File: src/rtl/fsp_regs.svh
// fsp_regs.svh: encodings, levels and reset values of the fault signal protocol block
// assumes inclusion by the fsp package and the design modules only
`ifndef FSP_REGS_SVH
`define FSP_REGS_SVH

`define FSP_MODE_BISTABLE  2'h0
`define FSP_MODE_TIMESW    2'h2
`define FSP_MODE_DUALRAIL  2'h1

`define FSP_LVL_FREE       2'h1
`define FSP_LVL_FAULT      2'h0
`define FSP_LVL_DUAL_INIT  2'h1
`define FSP_BIT0_MASK      2'h1
`define FSP_BOTH_MASK      2'h3

`define FSP_ALM_NONE       2'h0
`define FSP_RT_NONE        2'h0
`define FSP_RT_IDX0        0
`define FSP_RT_IDX1        1

`endif

File: src/rtl/fsp_pkg.sv
// fsp_pkg: types shared by the fault signal protocol block
// assumes fsp_regs.svh on the include path
`include "fsp_regs.svh"

package fsp_pkg;

  typedef enum logic [1:0] {
    FSP_BISTABLE = 2'b00,
    FSP_TIMESW   = 2'b10,
    FSP_DUALRAIL = 2'b01,
    FSP_RSVD     = 2'b11
  } fsp_mode_t;

  typedef enum logic {
    FSP_ST_FREE  = 1'b0,
    FSP_ST_FAULT = 1'b1
  } fsp_state_t;

endpackage

File: src/rtl/fsp_presc.sv
// fsp_presc: free counter that pulses once every div_i+1 cycles while run_i is high
// assumes div_i is steady while running; a change takes effect at once, as cnt_q is compared with the live div_i
`timescale 1ns/10ps

module fsp_presc #(
  parameter int W = 8
) (
  // clock and reset
  input  wire logic         clk_i,
  input  wire logic         rst_n_i,
  // control
  input  wire logic         run_i,
  input  wire logic [W-1:0] div_i,
  // tick
  output logic              tick_o
);

  logic [W-1:0] cnt_q;
  logic [W-1:0] cnt_d;
  logic         tick_q;
  logic         tick_d;

  always_comb begin
    cnt_d  = cnt_q;
    tick_d = 1'b0;
    if (!run_i) begin
      cnt_d = '0;
    end else if (cnt_q >= div_i) begin
      cnt_d  = '0;
      tick_d = 1'b1;
    end else begin
      cnt_d = cnt_q + W'(1);
    end
  end

  always_ff @(posedge clk_i) begin
    if (!rst_n_i) begin
      cnt_q  <= '0;
      tick_q <= 1'b0;
    end else begin
      cnt_q  <= cnt_d;
      tick_q <= tick_d;
    end
  end

  assign tick_o = tick_q;

endmodule

File: src/rtl/fsp_ctrl.sv
// fsp_ctrl: fault signal pair driver with protocol modes, fault-state and recovery timers
// assumes all inputs come from logic on clk_i; por_n_i is the power-on reset, rst_n_i any reset
`timescale 1ns/10ps
`include "fsp_regs.svh"

module fsp_ctrl
  import fsp_pkg::*;
#(
  parameter int PRE_W  = 8,
  parameter int TIME_W = 16
) (
  // clock and resets
  input  wire logic              clk_i,
  input  wire logic              rst_n_i,
  input  wire logic              por_n_i,
  // configuration writes
  input  wire logic              mode_we_i,
  input  wire logic [1:0]        mode_i,
  input  wire logic              toggle_prescaler_we_i,
  input  wire logic [PRE_W-1:0]  toggle_prescaler_i,
  input  wire logic              fault_state_prescaler_we_i,
  input  wire logic [PRE_W-1:0]  fault_state_prescaler_i,
  input  wire logic              min_fault_state_time_we_i,
  input  wire logic [TIME_W-1:0] min_fault_state_time_i,
  input  wire logic              recovery_timer_duration_we_i,
  input  wire logic [TIME_W-1:0] recovery_timer_duration_i,
  // fault events
  input  wire logic              fault_enter_i,
  input  wire logic              fault_release_i,
  input  wire logic [1:0]        recovery_start_i,
  input  wire logic [1:0]        recovery_stop_i,
  // fault signal pins
  output logic [1:0]             fault_signal_o,
  // status
  output logic [1:0]             mode_o,
  output logic                   fault_state_o,
  output logic                   fault_state_timer_done_o,
  output logic                   recovery_timer0_running_o,
  output logic                   recovery_timer1_running_o,
  // alarms
  output logic                   alarm_sync_o,
  output logic [1:0]             alarm_recovery_o
);

  fsp_mode_t         mode_q, mode_d;
  fsp_state_t        st_q, st_d;
  logic [PRE_W-1:0]  tpre_q, tpre_d, fpre_q, fpre_d;
  logic [TIME_W-1:0] tmin_q, tmin_d, rtd_q, rtd_d;
  logic [TIME_W-1:0] fs_cnt_q, fs_cnt_d;
  logic              done_q, done_d;
  logic [1:0]        fsp_q, fsp_d;
  logic [1:0]        rt_run_q, rt_run_d;
  logic [TIME_W-1:0] rt_cnt_q [2];
  logic [TIME_W-1:0] rt_cnt_d [2];
  logic              alm_sync_q, alm_sync_d;
  logic [1:0]        alm_rt_q, alm_rt_d;
  logic              tog_run, tog_tick, fs_run, fs_tick;

  function automatic logic [TIME_W-1:0] sat_inc(input logic [TIME_W-1:0] v);
    sat_inc = (v == {TIME_W{1'b1}}) ? v : v + TIME_W'(1);
  endfunction

  // toggling happens only in fault-free state with a toggling mode
  // the reserved code never toggles and keeps the last level, except that a late toggle tick sets the free level; a prescaler write there is no hazard
  assign tog_run = (st_q == FSP_ST_FREE) && ((mode_q == FSP_TIMESW) || (mode_q == FSP_DUALRAIL));
  assign fs_run  = (st_q == FSP_ST_FAULT) || (rt_run_q != `FSP_RT_NONE);

  fsp_presc #(.W(PRE_W)) u_tog_presc (
    .clk_i   (clk_i),
    .rst_n_i (rst_n_i),
    .run_i   (tog_run),
    .div_i   (tpre_q),
    .tick_o  (tog_tick)
  );

  fsp_presc #(.W(PRE_W)) u_fs_presc (
    .clk_i   (clk_i),
    .rst_n_i (rst_n_i),
    .run_i   (fs_run),
    .div_i   (fpre_q),
    .tick_o  (fs_tick)
  );

  // configuration and protocol state
  always_comb begin
    mode_d = mode_we_i ? fsp_mode_t'(mode_i) : mode_q;
    tpre_d = toggle_prescaler_we_i ? toggle_prescaler_i : tpre_q;
    fpre_d = fault_state_prescaler_we_i ? fault_state_prescaler_i : fpre_q;
    tmin_d = min_fault_state_time_we_i ? min_fault_state_time_i : tmin_q;
    rtd_d  = recovery_timer_duration_we_i ? recovery_timer_duration_i : rtd_q;
    st_d   = st_q;
    if (st_q == FSP_ST_FREE && fault_enter_i) begin
      st_d = FSP_ST_FAULT;
    end else if (st_q == FSP_ST_FAULT && fault_release_i && done_q) begin
      st_d = FSP_ST_FREE;
    end
    fs_cnt_d = '0;
    if (st_q == FSP_ST_FAULT && st_d == FSP_ST_FAULT) begin
      fs_cnt_d = fs_tick ? sat_inc(fs_cnt_q) : fs_cnt_q;
    end
    // done follows the live minimum, so a rewrite mid-fault is honoured at once
    done_d = (st_d == FSP_ST_FAULT) && (fs_cnt_d >= tmin_d);
    fsp_d = fsp_q;
    if (st_d == FSP_ST_FAULT) begin
      fsp_d = `FSP_LVL_FAULT;
    end else if (mode_q == FSP_BISTABLE || st_q == FSP_ST_FAULT) begin
      fsp_d = (mode_q == FSP_DUALRAIL) ? `FSP_LVL_DUAL_INIT : `FSP_LVL_FREE;
    end else if (tog_tick) begin
      case (mode_q)
        FSP_TIMESW:   fsp_d = fsp_q ^ `FSP_BIT0_MASK;
        FSP_DUALRAIL: fsp_d = fsp_q ^ `FSP_BOTH_MASK;
        default:      fsp_d = `FSP_LVL_FREE;
      endcase
    end
  end

  always_ff @(posedge clk_i) begin
    if (!rst_n_i) begin
      mode_q   <= FSP_BISTABLE;
      st_q     <= FSP_ST_FREE;
      tpre_q   <= '0;
      fpre_q   <= '0;
      tmin_q   <= '0;
      rtd_q    <= '0;
      fs_cnt_q <= '0;
      done_q   <= 1'b0;
      fsp_q    <= `FSP_LVL_FREE;
    end else begin
      mode_q   <= mode_d;
      st_q     <= st_d;
      tpre_q   <= tpre_d;
      fpre_q   <= fpre_d;
      tmin_q   <= tmin_d;
      rtd_q    <= rtd_d;
      fs_cnt_q <= fs_cnt_d;
      done_q   <= done_d;
      fsp_q    <= fsp_d;
    end
  end

  // recovery timers count fault-state prescaler ticks up to the duration
  always_comb begin
    for (int k = 0; k < 2; k++) begin
      rt_run_d[k] = rt_run_q[k];
      rt_cnt_d[k] = rt_cnt_q[k];
      if (recovery_start_i[k]) begin
        rt_run_d[k] = 1'b1;
        rt_cnt_d[k] = '0;
      end else if (recovery_stop_i[k]) begin
        rt_run_d[k] = 1'b0;
      end else if (rt_run_q[k] && fs_tick) begin
        rt_cnt_d[k] = sat_inc(rt_cnt_q[k]);
        rt_run_d[k] = (sat_inc(rt_cnt_q[k]) < rtd_q);
      end
    end
  end

  always_ff @(posedge clk_i) begin
    if (!rst_n_i) begin
      rt_run_q <= `FSP_RT_NONE;
      rt_cnt_q <= '{default: '0};
    end else begin
      rt_run_q <= rt_run_d;
      rt_cnt_q <= rt_cnt_d;
    end
  end

  // configuration hazard alarms; ordinary resets leave them alone, only power-on clears
  always_comb begin
    alm_sync_d = alm_sync_q;
    alm_rt_d   = alm_rt_q;
    if (toggle_prescaler_we_i && tog_run) begin
      alm_sync_d = 1'b1;
    end
    if ((fault_state_prescaler_we_i || min_fault_state_time_we_i) && st_q == FSP_ST_FAULT && !done_q) begin
      alm_sync_d = 1'b1;
    end
    if (fault_state_prescaler_we_i || recovery_timer_duration_we_i) begin
      alm_rt_d = alm_rt_q | rt_run_q;
    end
  end

  always_ff @(posedge clk_i) begin
    if (!por_n_i) begin
      alm_sync_q <= 1'b0;
      alm_rt_q   <= `FSP_ALM_NONE;
    end else begin
      alm_sync_q <= alm_sync_d;
      alm_rt_q   <= alm_rt_d;
    end
  end

  assign fault_signal_o            = fsp_q;
  assign mode_o                    = mode_q;
  assign fault_state_o             = st_q;
  assign fault_state_timer_done_o  = done_q;
  assign recovery_timer0_running_o = rt_run_q[`FSP_RT_IDX0];
  assign recovery_timer1_running_o = rt_run_q[`FSP_RT_IDX1];
  assign alarm_sync_o              = alm_sync_q;
  assign alarm_recovery_o          = alm_rt_q;
endmodule

File: config.mk
export PLATFORM = sky130hd
export DESIGN_NAME = fsp_ctrl
export DESIGN_NICKNAME = d
export VERILOG_FILES = /design/src/rtl/fsp_pkg.sv /design/src/rtl/fsp_presc.sv /design/src/rtl/fsp_ctrl.sv
export VERILOG_INCLUDE_DIRS = /design/src /design/src/rtl
export SDC_FILE = /design/constraint.sdc
export NUM_CORES = 1
export LEC_CHECK = 0
export ABC_AREA = 1
export BUFFER_PORTS_ARGS = -buffer_cell sky130_fd_sc_hd__buf_4
export CAP_MARGIN = 10
export CELL_PAD_IN_SITES_DETAIL_PLACEMENT = 0
export CELL_PAD_IN_SITES_GLOBAL_PLACEMENT = 1
export CORE_UTILIZATION = 48
export CTS_BUF_LIST = sky130_fd_sc_hd__clkbuf_4
export DETAILED_ROUTE_END_ITERATION = 12
export MAX_ROUTING_LAYER = met4
export PLACE_DENSITY = 0.85
export SYNTH_ARGS = -nofsm -noshare
export SYNTH_HDL_FRONTEND = slang
export SYNTH_SLANG_ARGS = --single-unit
File: constraint.sdc
create_clock -name clk_i -period 4.4 [get_ports clk_i]
set_input_delay 0.22 -clock clk_i [delete_from_list [all_inputs] [get_ports clk_i]]
set_output_delay 0.22 -clock clk_i [all_outputs]
set_load 0.05 [all_outputs]
==> impl_metrics.env, run 1 <==
export IMPL_status="completed"
export IMPL_hold_class="input pin to flop"
export IMPL_critPathMaxStageDelay_ns=0.36
export IMPL_firstDrtPassIters=7
export IMPL_slew_viol_final=0
export IMPL_fill_cells=1386
export IMPL_synth_mux_area_frac=0.0208
export IMPL_finalWirelength_um=16400
export IMPL_synth_top_family_by_area="simple AND/OR/NAND/NOR gates"
export IMPL_cp_cell_sequence="ha_1 > inv_1 > nor2_1 > nand2_2 > nor2_4 > nor3_4 > nand2_2 > nor2_4 > nand2_2 > nor2_2 > xor2_1 > inv_1 > ha_1 > a21oi_1 > o21ai_0 > a2111oi_0 > nand2_1 > a21oi_1"
export IMPL_grt_max_degree=44
export IMPL_cts_num_sinks=125
export IMPL_die_h_um=125
export IMPL_hold_start="fault_release_i"
export IMPL_antenna_found_initial=2
export IMPL_reg2regPathDepth=18
export IMPL_netlist_instances=968
export IMPL_synth_flop_cell="dfxtp_1"
export IMPL_synth_distinct_cells=48
export IMPL_switchingPower_uw=655
export IMPL_worstHoldEndpoint="fs_cnt_q[13]$_SDFF_PN0_"
export IMPL_cts_root_buf="clkbuf_4"
export IMPL_finalSetupTns_ns=0
export IMPL_final_design_area_no_fill_sq_mm=0.00884
export IMPL_path_buf_inv=2
export IMPL_yosys_area_top_type="dfxtp_1"
export IMPL_worst_pin_slew_ns=1.07
export IMPL_grt_ovfl_total=0
export IMPL_syn_area_sq_mm=0.00720
export IMPL_syn_nets=1102
export IMPL_layout_common_cells="inv_1 (168), dfxtp_1 (125), a21oi_1 (108), nand2_1 (106), nor2_1 (89)"
export IMPL_async_flop_share=0
export IMPL_rsz0062_at_grt="false"
export IMPL_finalHoldViolCount=0
export IMPL_layout_drive_gt1_share=0.142
export IMPL_r2r_start="rt_cnt_q[16]$_SDFFE_PP0P_"
export IMPL_num_rows=44
export IMPL_cts_buffers=17
export IMPL_numPortBuffers=74
export IMPL_setup_violations=0
export IMPL_max_freq_mhz=351
export IMPL_design_core_area_sq_mm=0.0146
export IMPL_p_leak_nw=4.18
export IMPL_clkTransAtPathRegs_ns=0.11
export IMPL_cp_arrival_ns=3.32
export IMPL_final_nets=1228
export IMPL_place_area_sq_mm=0.00790
export IMPL_htree_levels=4
export IMPL_wire_per_inst_um=12.7
export IMPL_synth_seq_cells=125
export IMPL_fin_skew_ns=0.0191
export IMPL_layout_commonest_cell="inv_1"
export IMPL_r2r_end="rt_run_q[0]$_SDFFE_PN0P_"
export IMPL_p_int_mw=1.91
export IMPL_irDropWorstVdd_uv=193
export IMPL_r2r_slack_ns=1.55
export IMPL_hold_depth=4
export IMPL_synth_seq_area_share=0.347
export IMPL_synth_adder_area_share=0.122
export IMPL_cts_buffer_depth=2
export IMPL_syn_area_per_cell_sq_um=7.44
export IMPL_synth_edf_count=0
export IMPL_clkLatencyLatePin_ns=0.54
export IMPL_area_growth_pct=22.7
export IMPL_hpwl_um=11900
export IMPL_finalCritPeriodShare=0.647
export IMPL_post_cts_buffers=0
export IMPL_dieArea_sq_mm=0.0155
export IMPL_yosys_warnings=0
export IMPL_ctsHoldBuffers=57
export IMPL_p_per_area_mw_per_mm2=290
export IMPL_start_util=0.494
export IMPL_synth_compound_area_frac=0.154
export IMPL_grt_pass1_vias=6133
export IMPL_maxCapViolCount=0
export IMPL_crit_path_end_kind="flop"
export IMPL_cp_max_fo=4
export IMPL_fp_dieW_um=125
export IMPL_postRouteAntennaNets=0
export IMPL_pin_count=75
export IMPL_cp_start_kind="flop"
export IMPL_vias_per_cell=4.91
export IMPL_vias=6345
export IMPL_synth_simple_area_share=0.212
export IMPL_synth_top_area_share=0.347
export IMPL_grt_pass1_wl_um=28500
export IMPL_synthXorXnorAreaFrac=0.0375
export IMPL_power_frac_seq=0.467
export IMPL_drtIter0Drc=289
export IMPL_power_share_clock=0.399
export IMPL_cts_resized=0
export IMPL_cp_required_ns=4.88
export IMPL_pwr_share_comb=0.134
export IMPL_p_sw_frac=0.256
export IMPL_drc=0
export IMPL_worst_path_max_delay_cell="dfxtp_1"
export IMPL_ys_top_cells_by_area="dfxtp_1 (35%), ha_1 (12%), inv_1 (8.8%)"
export IMPL_fin_crit_ns=2.85
export IMPL_routabilityCongestion=0.789
export IMPL_critPathTopFamily="simple AND/OR/NAND/NOR gates"
export IMPL_crit_type="flop to flop"
export IMPL_relSlewSlack=0.286
export IMPL_tritoncts="done"
export IMPL_grtUsageTotal=0.233
export IMPL_crit_top_cell="nand2_2"
-- area by class of cell --
class | instances | area [sq um] | share of cell area
antenna | 2 | 5.00 | 0.000566
clock inverter | 12 | 216 | 0.0245
tap | 184 | 230 | 0.0260
clock buffer | 20 | 150 | 0.0170
timing repair buffer | 133 | 1140 | 0.129
multi-input combinational | 641 | 3930 | 0.445
inverter | 176 | 661 | 0.0747
sequential | 125 | 2500 | 0.283
-- cell families after synthesis --
family / count (synthesis)
multiplexers: 15
AO/OA/AOI/OAI: 209
XOR/XNOR: 30
AND/OR/NAND/NOR: 317
adder cells (fa/ha/maj): 70
buffers and inverters: 202
flip-flops: 125
-- worst register-to-register path, stage by stage, from the launching register on --
cell,delay (ns)
dfxtp_1,0.36
ha_1,0.22
inv_1,0.09
nor2_1,0.07
nand2_2,0.10
nor2_4,0.06
nor3_4,0.18
nand2_2,0.10
nor2_4,0.11
nand2_2,0.08
nor2_2,0.10
xor2_1,0.20
inv_1,0.06
ha_1,0.29
a21oi_1,0.12
o21ai_0,0.08
a2111oi_0,0.35
nand2_1,0.11
a21oi_1,0.12
-- registers in the layout, indices dropped and copies added (netlist names) --
name,flops
fault_state_timer_done_o,1
rt_cnt_q,32
rt_run_q,2
rtd_q,16
fpre_q,8
u_fs_presc.cnt_q,8
alarm_recovery_o,2
fs_cnt_q,16
u_tog_presc.cnt_q,8
fault_state_o,1
alarm_sync_o,1
mode_o,2
fault_signal_o,2
tmin_q,16
u_tog_presc.tick_o,1
u_fs_presc.tick_o,1
tpre_q,8
-- per-stage QoR --
stage               hold WS [ns]   util  std cells  setup slack, ns  power (mW)
finish                    0.0634  0.606       1293             1.55        2.56
CTS                       0.0293  0.606       1291             1.55        2.59
floorplan                  0.355      -        968             1.84        1.42
global route              0.0562  0.606       1293             1.18        2.70
global placement           0.442  0.541       1202             1.63        1.52
detailed placement         0.451  0.541       1202             1.60        1.52
-- power groups by stage --
stage	combinational (mW)	clock (mW)	sequential, mW
after detailed placement	0.302	0	1.22
after global routing	0.389	1.11	1.20
after global placement	0.299	0	1.22
final	0.344	1.02	1.20
after CTS	0.345	1.05	1.20
after floorplan	0.177	0	1.24
-- worst max path at each step --
stage	from	endpoint	slack, ns	cells past startpoint
after global routing	rt_cnt_q[16]$_SDFFE_PP0P_	rt_run_q[0]$_SDFFE_PN0P_	1.18	18
final	rt_cnt_q[16]$_SDFFE_PP0P_	rt_run_q[0]$_SDFFE_PN0P_	1.55	18
after detailed placement	rt_cnt_q[16]$_SDFFE_PP0P_	rt_run_q[0]$_SDFFE_PN0P_	1.60	18
after CTS	rt_cnt_q[16]$_SDFFE_PP0P_	rt_run_q[0]$_SDFFE_PN0P_	1.55	18
after floorplan	rt_cnt_q[16]$_SDFFE_PP0P_	rt_run_q[0]$_SDFFE_PN0P_	1.84	18
after global placement	rt_cnt_q[16]$_SDFFE_PP0P_	rt_run_q[0]$_SDFFE_PN0P_	1.63	18
-- synthesized netlist by cell type (all sizes together), types with 2 or more instances --
cell type and n:
a21oi 109, nor3b 3, nor2 100, and2 3
a211oi 5, nand4 19, inv 175, o211ai 2
o21ai 83, nand2 121, nand3b 2, xor2 28
nor3 22, xnor2 2, mux2i 15, clkbuf 21
ha 70, dfxtp 125, buf 5, nand3 33
a2111oi 2, or2 5, o2111ai 2, nor4 8
-- per-layer routing --
metal / up-vias / track usage / share of wire
li1: 3423 / - / -
met1: 2800 / 0.285 / 0.47
met2: 88 / 0.377 / 0.48
met3: 34 / 0.0524 / 0.031
met4: 0 / 0.0829 / 0.019
met5: - / - / 0
Power figures use the tool's default switching activity.
==> run 2: changes to the inputs <==
- CORE_UTILIZATION: 48 -> 45
- PLACE_DENSITY: 0.85 -> 0.81
- clock period: 4.4 -> 2.9 ns (I/O delays scaled with it)
==> impl_metrics.env, run 2 (synthesis results as in run 1) <==
export IMPL_worst_pin_slew_ns=0.815
export IMPL_cp_required_ns=3.40
export IMPL_layout_common_cells="inv_1 (167), dfxtp_1 (120), nand2_1 (106), a21oi_1 (106), nor2_1 (88)"
export IMPL_finalHoldViolCount=0
export IMPL_fill_cells=1560
export IMPL_finalCritPeriodShare=0.958
export IMPL_dieArea_sq_mm=0.0165
export IMPL_largest_register="rt_cnt_q"
export IMPL_power_share_clock=0.326
export IMPL_numPortBuffers=74
export IMPL_layout_commonest_cell="inv_1"
export IMPL_cts_root_buf="clkbuf_4"
export IMPL_hpwl_um=12200
export IMPL_rsz0062_at_grt="true"
export IMPL_final_nets=1248
export IMPL_maxCapViolCount=0
export IMPL_pin_count=75
export IMPL_fin_skew_ns=0.0152
export IMPL_grt_max_degree=44
export IMPL_cp_start_kind="flop"
export IMPL_crit_type="flop to flop"
export IMPL_hold_class="input pin to flop"
export IMPL_finalSetupTns_ns=0
export IMPL_grt_ovfl_total=0
export IMPL_cp_arrival_ns=3.28
export IMPL_status="completed"
export IMPL_htree_levels=4
export IMPL_die_h_um=129
export IMPL_drtIter0Drc=250
export IMPL_wire_per_inst_um=12.6
export IMPL_finalWirelength_um=16900
export IMPL_grt_pass1_wl_um=28100
export IMPL_clkTransAtPathRegs_ns=0.12
export IMPL_p_sw_frac=0.297
export IMPL_pwr_share_comb=0.156
export IMPL_post_place_ws_ns=0.119
export IMPL_max_freq_mhz=360
export IMPL_cts_buffers=17
export IMPL_irDropWorstVdd_uv=285
export IMPL_fin_crit_ns=2.78
export IMPL_p_int_mw=2.46
export IMPL_cp_max_fo=4
export IMPL_p_per_area_mw_per_mm2=388
export IMPL_start_util=0.467
export IMPL_area_growth_pct=24.9
export IMPL_setup_violations=0
export IMPL_slew_viol_final=0
export IMPL_vias=6456
export IMPL_antenna_found_initial=1
export IMPL_switchingPower_mw=1.04
export IMPL_layout_setup_ws_ns=0.121
export IMPL_tritoncts="done"
export IMPL_clkLatencyLatePin_ns=0.55
export IMPL_num_rows=45
export IMPL_relSlewSlack=0.456
export IMPL_cts_num_sinks=125
export IMPL_grt_pass1_vias=6117
export IMPL_routabilityCongestion=0.796
export IMPL_firstDrtPassIters=5
export IMPL_layout_drive_gt1_share=0.161
export IMPL_drc=0
export IMPL_crit_path_end_kind="flop"
export IMPL_grtUsageTotal=0.222
export IMPL_largest_register_ffs=32
export IMPL_postRouteAntennaNets=0
export IMPL_power_frac_seq=0.519
export IMPL_p_leak_nw=4.21
export IMPL_vias_per_cell=4.82
export IMPL_fp_dieW_um=129
export IMPL_design_core_area_sq_mm=0.0154
export IMPL_cts_buffer_depth=2
[run 2: cell count changes in the layout (fill, tap and decap cells not counted), sizes merged]
cell	change
bufinv	-5
inv	+2
dlygate4sd3	+10
diode	-1
buf	+10
clkinv	+5
clkbuf	-2
[run 2: metrics by stage]
step | cells | instance area, sq um | power, mW | util | hold WS [ns]
after global routing | 1339 | 8990 | 3.70 | 0.583 | 0.0276
after floorplan | 968 | 7200 | 2.15 | - | 0.280
final | 1339 | 8990 | 3.49 | 0.583 | 0.0542
after global placement | 1234 | 7970 | 2.31 | 0.517 | 0.373
after CTS | 1333 | 8890 | 3.54 | 0.576 | 0.0164
after detailed placement | 1234 | 7970 | 2.32 | 0.517 | 0.379
[run 2: worst paths after layout]
kind	from	end	slack, ns	depth (start not counted)
hold reg to reg	fpre_q[7]$_SDFFE_PN0P_	fpre_q[7]$_SDFFE_PN0P_	0.47	2
setup reg to reg	rt_cnt_q[16]$_SDFFE_PP0P_	rt_run_q[0]$_SDFFE_PN0P_	0.12	18
hold / removal	fault_release_i	fs_cnt_q[7]$_SDFF_PN0_	0.05	5
setup / recovery	rt_cnt_q[16]$_SDFFE_PP0P_	rt_run_q[0]$_SDFFE_PN0P_	0.12	18
[run 2: timing repair]
item | in CTS | in global routing
endpoints found under the setup margin | 0 | 3
setup buffers | 0 | 5
hold endpoints to repair | 57 | 0
resized for setup | 0 | 18
hold buffers | 67 | 0
[run 2: worst max-delay path, stage by stage (launching register included)]
cell	delay, ns
dfxtp_2	0.35
ha_4	0.16
inv_2	0.06
nor2_2	0.05
nand2_2	0.08
nor2_4	0.06
nor3_4	0.23
nand2_2	0.10
nor2_4	0.12
nand2_2	0.07
nor2_2	0.12
xor2_1	0.20
inv_1	0.11
ha_4	0.23
a21oi_2	0.14
o21ai_2	0.07
a2111oi_2	0.34
nand2_1	0.12
a21oi_2	0.14
[run 2: per-layer routing]
metal  share of wire  vias to the layer above  track usage
li1                -                     3474            -
met1            0.47                     2861        0.265
met2            0.48                       97        0.370
met3           0.034                       24       0.0491
met4           0.018                        0       0.0734
met5               0                        -            -
[run 2: area by class of cell]
cell class / instances / area [sq um] / share of cell area
antenna: 1 / 2.50 / 0.000278
clock buffer: 18 / 135 / 0.0150
clock inverter: 14 / 119 / 0.0132
inverter: 176 / 661 / 0.0734
multi-input combinational: 641 / 3990 / 0.443
sequential: 125 / 2510 / 0.279
tap: 211 / 264 / 0.0294
timing repair buffer: 153 / 1320 / 0.146
[run 2: power by group through the flow]
stage	Sequential [mW]	Clock [mW]	Combinational, mW
3_3_place_gp	1.85	0	0.460
5_1_grt	1.82	1.26	0.615
2_1_floorplan	1.88	0	0.268
3_5_place_dp	1.85	0	0.463
4_1_cts	1.81	1.19	0.541
6_report	1.81	1.14	0.543
